File: src/logic/sbpd_pkg.sv
package sbpd_pkg;

  // ----------------------------------------------------------
  // Register map (byte addresses)
  // ----------------------------------------------------------
  localparam logic [3:0] OFS_SYSCTL = 4'h0;  // System control register
  localparam logic [3:0] OFS_MODSTP = 4'h4;  // Module stop register
  localparam logic [3:0] OFS_STATUS = 4'h8;  // Power state, read only

  // ----------------------------------------------------------
  // Field positions and reset values
  // ----------------------------------------------------------
  localparam int BIT_RAM_EN  = 0;  // Ram enable bit
  localparam int BIT_HALT_D  = 0;  // Halt bit d, converter
  localparam int BIT_HALT_C  = 3;  // Halt bit c, serial b
  localparam int BIT_HALT_B  = 4;  // Halt bit b, serial a
  localparam int BIT_HALT_A  = 5;  // Halt bit a, timer unit
  localparam int BIT_CLK_DIS = 7;  // Clock output disable
  localparam logic [7:0] RST_SYSCTL = 8'h01;  // Ram enabled
  localparam logic [7:0] RST_MODSTP = 8'h00;  // All running
  localparam logic [7:0] HALT_RDATA = 8'hFF;  // Halted module read

  // ----------------------------------------------------------
  // Power states, one-hot
  // ----------------------------------------------------------
  typedef enum logic [5:0] {
    ST_HWSTBY = 6'b00_0001,  // Hardware standby
    ST_RESET  = 6'b00_0010,  // Oscillator running, held in reset
    ST_RSTEXC = 6'b00_0100,  // Reset exception handling
    ST_RUN    = 6'b00_1000,  // Program execution
    ST_SLEEP  = 6'b01_0000,  // Sleep
    ST_SWSTBY = 6'b10_0000   // Software standby
  } sbpd_state_t;

  // Peripheral register access from the cpu side
  typedef struct packed {
    logic       stb;    // Access strobe, one cycle
    logic       we;     // Write
    logic [1:0] mod;    // 0 timer, 1 serial a, 2 serial b, 3 converter
    logic [7:0] wdata;  // Write data
  } sbpd_preq_t;

  // Clock pin drive
  typedef struct packed {
    logic o;   // Pin level
    logic oe;  // Pin driven
  } sbpd_pin_t;

endpackage : sbpd_pkg

File: src/logic/sbpd_sync.sv
`timescale 1ns/1ns
`default_nettype none
module sbpd_sync (
  // Clock and asynchronous clear
  input  wire logic clk,
  input  wire logic arst_n,
  // Level in and synchronised level out
  input  wire logic d,
  output logic      q
);
  logic meta_r;  // First stage, read only by q

  // ----------------------------------------------------------
  // Two flops; clear acts at once, release is synchronised
  // ----------------------------------------------------------
  always_ff @(posedge clk or negedge arst_n) begin
    if (!arst_n) begin
      meta_r <= 1'b0;
      q      <= 1'b0;
    end else begin
      meta_r <= d;
      q      <= meta_r;
    end
  end
endmodule : sbpd_sync
`default_nettype wire

File: src/logic/sbpd_top.sv
// Design decisions made here: the Wishbone register port and the address map.
`timescale 1ns/1ns
`default_nettype none
module sbpd_top
  import sbpd_pkg::*;
#(
  parameter int NMOD = 4  // Number of haltable modules
) (
  // Clock and power-on reset
  input  wire logic             clk,
  input  wire logic             reset_n,
  // Device pins
  input  wire logic             standby_pin_n,
  input  wire logic             reset_pin_n,
  // Cpu low-power requests, same clock
  input  wire logic             cpu_sleep_req,
  input  wire logic             cpu_swstby_req,
  // Wishbone slave
  input  wire logic             wb_cyc_i,
  input  wire logic             wb_stb_i,
  input  wire logic             wb_we_i,
  input  wire logic [3:0]       wb_adr_i,
  input  wire logic [3:0]       wb_sel_i,
  input  wire logic [31:0]      wb_dat_i,
  output logic      [31:0]      wb_dat_o,
  output logic                  wb_ack_o,
  // Peripheral register access
  input  wire sbpd_preq_t       preq,
  input  wire logic [NMOD*8-1:0] prdata_i,
  output logic      [NMOD-1:0]  pwe_o,
  output logic      [7:0]       pwdata_o,
  output logic      [7:0]       prdata_o,
  // Resets and power controls
  output logic                  cpu_rst_n_o,
  output logic                  rst_exc_o,
  output logic      [NMOD-1:0]  mod_rst_n_o,
  output logic      [NMOD-1:0]  mod_pin_own_o,
  output logic                  ram_en_o,
  output logic                  ram_retain_o,
  output logic                  port_hiz_o,
  output logic                  port_hold_o,
  output logic                  osc_run_o,
  // Clock output pin
  output sbpd_pin_t             clk_pin_o
);

  // ----------------------------------------------------------
  // Pin synchronisers
  // ----------------------------------------------------------
  logic        stby_arst_n;  // Standby pin or power-on reset
  logic        res_arst_n;   // Any reset source
  logic        stby_s;       // Standby pin, synchronised, high = run
  logic        res_s;        // Reset pin, synchronised
  sbpd_state_t state_r;      // Power state
  sbpd_state_t state_nxt;    // Next power state
  logic [7:0]  sysctl_r;     // System control register
  logic [7:0]  modstp_r;     // Module stop register
  logic [NMOD-1:0] halt;     // Halt bits in module order

  // Entry into standby or reset is asynchronous
  assign stby_arst_n = reset_n & standby_pin_n;
  assign res_arst_n  = stby_arst_n & reset_pin_n;

  sbpd_sync u_sync_stby (
    .clk    (clk),
    .arst_n (stby_arst_n),
    .d      (1'b1),
    .q      (stby_s)
  );

  sbpd_sync u_sync_res (
    .clk    (clk),
    .arst_n (res_arst_n),
    .d      (1'b1),
    .q      (res_s)
  );

  // Halt bits gathered in module index order
  assign halt = {modstp_r[BIT_HALT_D], modstp_r[BIT_HALT_C],
                 modstp_r[BIT_HALT_B], modstp_r[BIT_HALT_A]};

  // ----------------------------------------------------------
  // Power state machine
  // ----------------------------------------------------------
  always_comb begin
    state_nxt = state_r;
    if (!stby_s) begin
      state_nxt = ST_HWSTBY;
    end else if (!res_s) begin
      state_nxt = ST_RESET;
    end else begin
      case (state_r)
        ST_HWSTBY: state_nxt = ST_RESET;
        ST_RESET:  state_nxt = ST_RSTEXC;
        ST_RSTEXC: state_nxt = ST_RUN;
        ST_RUN: begin
          if (cpu_swstby_req) begin
            state_nxt = ST_SWSTBY;
          end else if (cpu_sleep_req) begin
            state_nxt = ST_SLEEP;
          end
        end
        ST_SLEEP: begin
          if (!cpu_sleep_req) begin
            state_nxt = ST_RUN;
          end
        end
        ST_SWSTBY: begin
          if (!cpu_swstby_req) begin
            state_nxt = ST_RUN;
          end
        end
        default: state_nxt = ST_RESET;
      endcase
    end
  end

  // State register; standby pin forces standby at once
  always_ff @(posedge clk or negedge stby_arst_n) begin
    if (!stby_arst_n) begin
      state_r <= ST_HWSTBY;
    end else begin
      state_r <= state_nxt;
    end
  end

  // ----------------------------------------------------------
  // Wishbone slave
  // ----------------------------------------------------------
  logic wb_req;  // Request present
  logic wb_wr;   // Write taken at this edge
  assign wb_req = wb_cyc_i & wb_stb_i;
  assign wb_wr  = wb_req & wb_we_i & wb_ack_o & wb_sel_i[0];

  // Ack one cycle after request, dropped the cycle after
  always_ff @(posedge clk or negedge reset_n) begin
    if (!reset_n) begin
      wb_ack_o <= 1'b0;
    end else begin
      wb_ack_o <= wb_req & ~wb_ack_o;
    end
  end

  // Read data captured with the ack; unmapped reads zero
  always_ff @(posedge clk or negedge reset_n) begin
    if (!reset_n) begin
      wb_dat_o <= 32'h0000_0000;
    end else if (wb_req & ~wb_ack_o) begin
      case (wb_adr_i)
        OFS_SYSCTL: wb_dat_o <= {24'h00_0000, sysctl_r};
        OFS_MODSTP: wb_dat_o <= {24'h00_0000, modstp_r};
        OFS_STATUS: wb_dat_o <= {26'h000_0000, state_r};
        default:    wb_dat_o <= 32'h0000_0000;
      endcase
    end
  end

  // System control register, reset to RST_SYSCTL by any reset source
  always_ff @(posedge clk or negedge res_arst_n) begin
    if (!res_arst_n) begin
      sysctl_r <= RST_SYSCTL;
    end else if (wb_wr && wb_adr_i == OFS_SYSCTL) begin
      sysctl_r <= wb_dat_i[7:0];
    end
  end

  // Module stop register; takes effect at the write's ack edge
  always_ff @(posedge clk or negedge res_arst_n) begin
    if (!res_arst_n) begin
      modstp_r <= RST_MODSTP;
    end else if (wb_wr && wb_adr_i == OFS_MODSTP) begin
      modstp_r <= wb_dat_i[7:0];
    end
  end

  // ----------------------------------------------------------
  // Resets and power controls
  // ----------------------------------------------------------
  logic in_run;   // Cpu released from reset
  logic mods_off; // All supporting modules stopped
  assign in_run   = state_r[3] | state_r[4] | state_r[5];
  assign mods_off = state_r[0] | state_r[1] | state_r[5];

  // Cpu reset and exception pulse
  always_ff @(posedge clk or negedge res_arst_n) begin
    if (!res_arst_n) begin
      cpu_rst_n_o <= 1'b0;
      rst_exc_o   <= 1'b0;
    end else begin
      cpu_rst_n_o <= in_run | (state_r == ST_RSTEXC);
      rst_exc_o   <= (state_r == ST_RSTEXC);
    end
  end

  // Module resets: halt bit or power state; next bus cycle
  always_ff @(posedge clk or negedge res_arst_n) begin
    if (!res_arst_n) begin
      mod_rst_n_o   <= '0;
      mod_pin_own_o <= '0;
    end else begin
      mod_rst_n_o   <= ~halt & {NMOD{~mods_off}};
      mod_pin_own_o <= ~halt & {NMOD{in_run}};
    end
  end

  // Ram and port pin controls
  always_ff @(posedge clk or negedge stby_arst_n) begin
    if (!stby_arst_n) begin
      ram_en_o     <= 1'b0;
      ram_retain_o <= 1'b1;
      port_hiz_o   <= 1'b1;
      port_hold_o  <= 1'b0;
      osc_run_o    <= 1'b0;  // Oscillator stopped in hardware standby
    end else begin
      osc_run_o    <= (state_r != ST_SWSTBY) & stby_s;
      ram_en_o     <= sysctl_r[BIT_RAM_EN] & in_run;
      ram_retain_o <= (state_r == ST_HWSTBY);
      port_hiz_o   <= (state_r == ST_HWSTBY);
      port_hold_o  <= (state_r == ST_SWSTBY);
    end
  end

  // ----------------------------------------------------------
  // Peripheral access gating
  // ----------------------------------------------------------
  logic [7:0] prd_sel;  // Addressed module's read data
  logic       p_halt;   // Addressed module halted
  assign prd_sel = prdata_i[preq.mod*8 +: 8];
  assign p_halt  = halt[preq.mod] | mods_off;

  // Writes to a halted module are dropped; reads give all ones
  always_ff @(posedge clk or negedge reset_n) begin
    if (!reset_n) begin
      pwe_o    <= '0;
      pwdata_o <= 8'h00;
      prdata_o <= HALT_RDATA;
    end else begin
      pwe_o <= '0;
      if (preq.stb & preq.we & ~p_halt) begin
        pwe_o[preq.mod] <= 1'b1;
      end
      pwdata_o <= preq.wdata;
      if (preq.stb & ~preq.we) begin
        prdata_o <= p_halt ? HALT_RDATA : prd_sel;
      end
    end
  end

  // ----------------------------------------------------------
  // Clock output pin
  // ----------------------------------------------------------
  logic phi_r;  // Clock replica, toggles each rising edge
  always_ff @(posedge clk or negedge reset_n) begin
    if (!reset_n) begin
      phi_r <= 1'b0;
    end else begin
      phi_r <= ~phi_r;
    end
  end

  // Float when disabled or in hardware standby
  always_ff @(posedge clk or negedge stby_arst_n) begin
    if (!stby_arst_n) begin
      clk_pin_o <= '{o: 1'b0, oe: 1'b0};
    end else if (modstp_r[BIT_CLK_DIS] || state_r == ST_HWSTBY) begin
      clk_pin_o <= '{o: 1'b0, oe: 1'b0};
    end else if (state_r == ST_SWSTBY) begin
      clk_pin_o <= '{o: 1'b1, oe: 1'b1};
    end else begin
      clk_pin_o <= '{o: ~phi_r, oe: 1'b1};
    end
  end

  // ----------------------------------------------------------
  // Assertions
  // ----------------------------------------------------------
  AST_HWSTBY_ENTRY: assert property (
    @(posedge clk) disable iff (!reset_n)
    !standby_pin_n |-> ##[0:3] state_r == ST_HWSTBY)
    else $error("Standby pin low without hardware standby");

  AST_HWSTBY_RESETS: assert property (
    @(posedge clk) disable iff (!reset_n)
    state_r == ST_HWSTBY |=> !cpu_rst_n_o && mod_rst_n_o == '0)
    else $error("Module out of reset in hardware standby");

  AST_PORT_HIZ: assert property (
    @(posedge clk) disable iff (!reset_n)
    $rose(state_r == ST_HWSTBY) |=> port_hiz_o && !clk_pin_o.oe)
    else $error("Ports driven in hardware standby");

  AST_HOLD_RESET: assert property (
    @(posedge clk) disable iff (!reset_n || !standby_pin_n)
    state_r == ST_RESET && !res_s |=> state_r == ST_RESET)
    else $error("Left reset while reset pin low");

  AST_RST_SEQ: assert property (
    @(posedge clk) disable iff (!reset_n || !standby_pin_n || !reset_pin_n)
    state_r == ST_RSTEXC |=> state_r == ST_RUN ##1 cpu_rst_n_o)
    else $error("Reset exception not followed by run");

  AST_HALT_TIMING: assert property (
    @(posedge clk) disable iff (!reset_n || !reset_pin_n || !standby_pin_n)
    $rose(modstp_r[BIT_HALT_A]) |=> !mod_rst_n_o[0] && !mod_pin_own_o[0])
    else $error("Halted timer not reset next cycle");

  AST_HALT_READ: assert property (
    @(posedge clk) disable iff (!reset_n)
    preq.stb && !preq.we && halt[preq.mod] |=> prdata_o == HALT_RDATA)
    else $error("Halted module read not all ones");

  AST_HALT_WRITE: assert property (
    @(posedge clk) disable iff (!reset_n)
    preq.stb && preq.we && halt[preq.mod] |=> pwe_o == '0)
    else $error("Write passed to halted module");

  AST_CLK_DIS: assert property (
    @(posedge clk) disable iff (!reset_n)
    modstp_r[BIT_CLK_DIS] |=> !clk_pin_o.oe)
    else $error("Clock pin driven while disabled");

  AST_SWSTBY_PINS: assert property (
    @(posedge clk) disable iff (!reset_n || !standby_pin_n)
    state_r == ST_SWSTBY && !modstp_r[BIT_CLK_DIS]
      |=> port_hold_o && clk_pin_o.o && clk_pin_o.oe)
    else $error("Software standby pins not held");

endmodule : sbpd_top
`default_nettype wire

File: config.mk
export PLATFORM = sky130hd
export DESIGN_NAME = sbpd_top
export DESIGN_NICKNAME = d
export VERILOG_FILES = /design/src/logic/sbpd_pkg.sv /design/src/logic/sbpd_sync.sv /design/src/logic/sbpd_top.sv
export SDC_FILE = /design/constraint.sdc
export NUM_CORES = 1
export LEC_CHECK = 0
export ABC_AREA = 0
export BUFFER_PORTS_ARGS = -buffer_cell sky130_fd_sc_hd__buf_2
export CAP_MARGIN = 20
export CORE_ASPECT_RATIO = 0.7
export CORE_MARGIN = 3
export CORE_UTILIZATION = 49
export CTS_CLUSTER_SIZE = 30
export DETAILED_ROUTE_END_ITERATION = 12
export HOLD_SLACK_MARGIN = 0.12
export PLACE_DENSITY = 0.89
export SYNTH_ARGS = -nofsm -noshare
export SYNTH_HDL_FRONTEND = slang
export SYNTH_HIERARCHICAL = 1
export SYNTH_SLANG_ARGS = --single-unit
File: constraint.sdc
create_clock -name clk -period 3.5 [get_ports clk]
set_input_delay 0.35 -clock clk [delete_from_list [all_inputs] [get_ports clk]]
set_output_delay 0.35 -clock clk [all_outputs]
set_load 0.01 [all_outputs]
* Word level (Yosys, flattened, before mapping)
Index checks and enable logic that the tools add are counted.
** Cells by class
- Eq/ne operators :: 12
- Reductions and logical operators :: 6
- Div/mod/pow operators :: 0
- Bitwise operators :: 26
- Add/sub/neg operators :: 0
- Mux-type cells :: 16
- Shift-type cells :: 1
- Magnitude comparators :: 2
- $mul :: 0
** Operators by type and width (number)
- $mux W6 :: 6
- $shiftx A32 B6 Y8 :: 1
- $pmux W6 S5 :: 1
- $pmux W8 S3 :: 1
- $and A1 B1 Y1 :: 12
- $and A4 B4 Y4 :: 2
- $mux W8 :: 1
- $ne A4 B4 Y1 const B :: 2
- $eq A6 B1 Y1 const B :: 1
- $eq A6 B2 Y1 const B :: 1
- $eq A6 B3 Y1 const B :: 1
- $eq A6 B4 Y1 const B :: 1
- $eq A6 B5 Y1 const B :: 1
- $eq A6 B6 Y1 const B :: 1
- $ne A6 B6 Y1 const B :: 1
- $or A1 B1 Y1 :: 6
- $ne A5 B5 Y1 const B :: 1
- $not A1 Y1 :: 5
- $eq A4 B3 Y1 const B :: 1
- $eq A4 B4 Y1 const B :: 1
- $logic_not A4 Y1 :: 1
- $mux W2 :: 2
- $mux W4 :: 1
- $not A4 Y4 :: 1
- other kinds (8) :: 11
** Word-level totals
- Memory bits (writable) :: 0
- Memories kept :: 0
- Output and inout port bits :: 70
- Input port bits :: 93
- Bits in latches :: 0
- Bits in read-only memories :: 0
- Register bits :: 96
- Word-level logic and storage cells :: 86

* Depth between registers and ports, before layout
- Word-level depth :: 6
- Gate-level depth with buffers :: 6
- Gate-level depth less buffers :: 5

* By module
The synthesis kept the hierarchy.
** Modules (own cells, without submodules)
- sbpd_top :: instances 1, area each 3069.2 um2, cells an instance 249, seq. area each 1715.4 um2
- sbpd_sync :: instances 2, area each 50.0 um2, cells an instance 2, seq. area each 50.0 um2

* Worst setup path after synthesis
OpenSTA, ideal clock, no wires.
- Path kind :: input to register
- Start point :: input wb_adr_i[3]
- End point :: register sysctl_r[1]
- Cell stages on the path :: 3
- Arrival time :: 1528 ps
- Data required time :: 3375 ps
- Path buffers :: 0
- Setup time :: 125 ps
- Setup slack :: 1847 ps
- Cells stage by stage :: or3_4 > nor4_4 > mux2_2
** On the way
- Word-level cells in the longest chain between the ends :: 2
** RTL lines
- start, declared :: RTL line sbpd_top.sv:22 : input wire logic [3:0] wb_adr_i,
- $logic_not A4 Y1 :: RTL line sbpd_top.sv:162 : end else if (wb_wr && wb_adr_i == OFS_SYSCTL) begin
- $logic_and A1 B1 Y1 :: RTL line sbpd_top.sv:162
- end signal, assigned :: RTL line sbpd_top.sv:163 : sysctl_r <= wb_dat_i[7:0];
- end, declared :: RTL line sbpd_top.sv:56 : logic [7:0] sysctl_r;
No other way between the ends.
A chain may end at the register's enable or synchronous reset.

* Worst setup path after layout
- Start point :: register state_r[5]
- End point :: register prdata_o[4]
** On the way
- Word-level cells in the longest chain between the ends :: 3
** RTL lines
- start, declared :: RTL line sbpd_top.sv:54 : sbpd_state_t state_r;
- start signal, assigned :: RTL line sbpd_top.sv:123 : state_r <= state_nxt;
- $or A1 B1 Y1 :: RTL line sbpd_top.sv:182 : assign mods_off = state_r[0] | state_r[1] | state_r[5];
- $or A1 B1 Y1 :: RTL line sbpd_top.sv:229 : assign p_halt = halt[preq.mod] | mods_off;
- $mux W8 :: RTL line sbpd_top.sv:244 : prdata_o <= p_halt ? HALT_RDATA : prd_sel;
- end signal, assigned :: RTL line sbpd_top.sv:244
- end, declared :: RTL line sbpd_top.sv:32 : output logic [7:0] prdata_o,
No other way between the ends.

==> impl_metrics.ini <==
[routing]
via_count = 2409
drc_errors = 0
post_drt_wl_per_cell_um = 17.0
drt_iter0_drc = 172
drt-total-wl_mm = 7.71
postRouteAntennaNets = 0
via_per_inst = 5.32
drt_pass1_iterations = 4

[global_route]
grt_pass1_wl_mm = 12.0
grt_max_degree = 33
overflow = 0
grt_usage = 0.215
antenna_found_initial = 0
first_global_vias = 2491

[final_layout]
register_area_sq_mm = 0.00182
fin_nets = 466
layout-drive-gt1-share = 0.447
antenna_cells = 0
area_growth_pct = 28.0
fillers = 469
multiInputGateArea_sq_mm = 0.00119

[power_and_ir_drop]
powerDensity_mw_per_mm2 = 491
switchingPower_w = 0.000417
p_int_w = 0.00157
p_seq_frac = 0.447
peakVddDrop_mv = 0.242
leakagePower_nw = 2.09
switching_share = 0.210
combinationalPowerShare = 0.094
power.share.clock = 0.460

[floorplanning]
die_w_um = 102
start_util = 0.529
core_sq_mm = 0.00599
io-pin-count = 163
die_h_um = 73.3
die_area_sq_mm = 0.00748
row_count = 23

[placement]
dpl.hpwl_mm = 5.56
post-place-ws_ns = 1.47
port_buffers = 111
gp_congestion = 0.842

[critical_path]
endpoint_kind = flip-flop
crit_buf_inv = 0
cp_data_arrival_time_ns = 2.19
path_max_fanout = 11
cp_cell_sequence = or3_1 -> a31oi_1 -> nand3_1 -> o22a_1
critPathLaunchType = flip-flop
path_class = reg -> reg
critPathRequiredTime_ns = 3.77
crit_path_max_incr_delay_ns = 0.50
slowest_stage = dfrtp_1
crit_family = simple AND/OR/NAND/NOR gates

[clock_network]
cts_max_level = 3
cts.clk_slew.worst_paths_ns = 0.08
clock-sinks = 72
clk_latency_ns = 0.35
cts_made_buffers = 9
cts_tree = done
cts_buffer_depth = 2
root_buffer = clkbuf_8

[sta]
clock_skew_ns = 0.00816
max_freq_mhz = 520
period_needed_ns = 1.92
finalSetupViolations = 0
rsz0062_at_grt = false
worstMarginPinSlew_ns = 0.805
finalMaxSlewViolations = 0
tns_ns = 0
fin_ws_ns = 1.58
slew_headroom = 0.459
hold_viol = 0
timing.final.crit_share = 0.550

[synthesis]
yosysWarningCount = 6
yosysSeqAreaShare = 0.573
synth_edf_count = 0
yosysTopAreaCell = dfrtp_1
synth-async-reset-ratio = 1.00
muxShareOfSynthArea = 0.143
synth_top_family_by_area = multiplexers
synth_seq_cells = 72
syn_area_per_cell_sq_um = 12.5
ys_top_cells_by_count = dfrtp_1 (61), buf_4 (25), nor2_1 (18), mux2_2 (17)
synth_area_sq_mm = 0.00317
synth_top_area_frac = 0.482
synth_fa_ha_area_frac = 0
synth_compound_gate_area_share = 0.0884
synthFlopType = dfrtp_1
synth_cell_types = 42
yosys-top-cells-area = dfrtp_1 (48%), dfstp_2 (9.1%), mux2_2 (6.0%)
synth_xor_area_frac = 0.00553
synthSimpleGateAreaFrac = 0.109
yosysMostFrequentCell = dfrtp_1
syn_inst = 253

[min_path]
hp-class = in -> async

[run]
cap_violations = 0

[status]
outcome = finished clean
[layer usage]
| metal | wire [um] | global-route usage | vias up | share of wire |
|---|---|---|---|---|
| met1 | 3110 | 0.269 | 1193 | 0.40 |
| li1 | - | - | 1086 | - |
| met3 | 587 | 0.0655 | 17 | 0.076 |
| met4 | 165 | 0.0859 | 0 | 0.021 |
| met2 | 3850 | 0.354 | 113 | 0.50 |
| met5 | 0 | 0 | - | 0 |
[worst reg2reg max path, delay by kind of cell, from the launching register on]
kind	cells	cell delay [ns]
and+or+nand+nor	2	0.81
AOI/OAI and AO/OA	2	0.54
DFF	1	0.50
[kinds of logic (layout without fill, tap and decap cells)]
group	Yosys count	after routing
AOI/OAI and AO/OA	38	38
muxes	33	33
and+or+nand+nor	65	65
other	2	26
xor gates and xnor gates	2	2
buffers and inverters	41	142
DFF	72	72
[power groups by stage]
stage	clock network (W)	logic, W	registers [W]
after floorplan	0	0.000105	0.000911
after global placement	0	0.000171	0.000902
after detailed placement	0	0.000179	0.000903
after CTS	0.000929	0.000188	0.000889
after global routing	0.000969	0.000206	0.000892
final	0.000915	0.000187	0.000889
[area by class of cell]
| cell class | instances | area share |
|---|---|---|
| well taps | 75 | 0.0231 |
| clock inverters | 6 | 0.0382 |
| clock buffers | 10 | 0.0315 |
| repair buffers | 121 | 0.161 |
| inverters | 5 | 0.00463 |
| multi-input cells | 164 | 0.294 |
| flip-flops and latches | 72 | 0.448 |
[path summary, 6_finish.rpt]
| check | from | end | slack, ns | depth (start not counted) |
|---|---|---|---|---|
| max | state_r[5] | prdata_o[4] | 1.58 | 4 |
| min | standby_pin_n | clk_pin_o[1] | 0.13 | 2 |
| max reg2reg | state_r[5] | prdata_o[4] | 1.58 | 4 |
| min reg2reg | u_sync_res/meta_r | u_sync_res/q | 0.36 | 0 |
| max in group asynchronous | reset_n | state_r[1] | 1.84 | 3 |
| min in group clk | wb_dat_i[6] | modstp_r[6] | 0.25 | 2 |
[state kept, by name (all words and copies together), names as in the netlist]
signal and count:
modstp_r 8, prdata_o 8, pwdata_o 8, sysctl_r 8, wb_dat_o 8, state_r 6
mod_pin_own_o 4, mod_rst_n_o 4, pwe_o 4, clk_pin_o 2, cpu_rst_n_o 1, osc_run_o 1
phi_r 1, port_hiz_o 1, port_hold_o 1, ram_en_o 1, rst_exc_o 1, u_sync_res/meta_r 1
u_sync_res/q 1, u_sync_stby/meta_r 1, u_sync_stby/q 1, wb_ack_o 1
[stage by stage]
stage | instance area (sq um) | hold WS, ns | util | total power (W) | instances
2_1_floorplan | 3260 | 0.0544 | - | 0.00102 | 277
3_3_place_gp | 3680 | 0.334 | 0.615 | 0.00107 | 428
3_5_place_dp | 3680 | 0.346 | 0.615 | 0.00108 | 428
4_1_cts | 4060 | 0.134 | 0.678 | 0.00201 | 453
5_1_grt | 4060 | 0.177 | 0.678 | 0.00207 | 453
6_report | 4060 | 0.125 | 0.678 | 0.00199 | 453
[placed cells by master, fill, tap and decap left out, drive strengths merged, types with 3 or more instances in the layout]
master,instances
buf,112
dfstp,11
or3,4
o22a,8
conb,26
mux2,17
inv,5
nor2b,3
nand3,5
bufinv,5
clkbuf,10
nor3,5
nor2,18
dlygate4sd3,9
dfrtp,61
a22o,6
o21ai,15
nand2,15
mux4,8
mux2i,8
[repair_timing]
action	CTS	global route
hold buffers	9	0
buffers inserted	0	0
endpoints found under the hold margin	30	0
endpoints found under the setup margin	0	0
resized for setup	0	0
(Power assumes the default switching activity.)
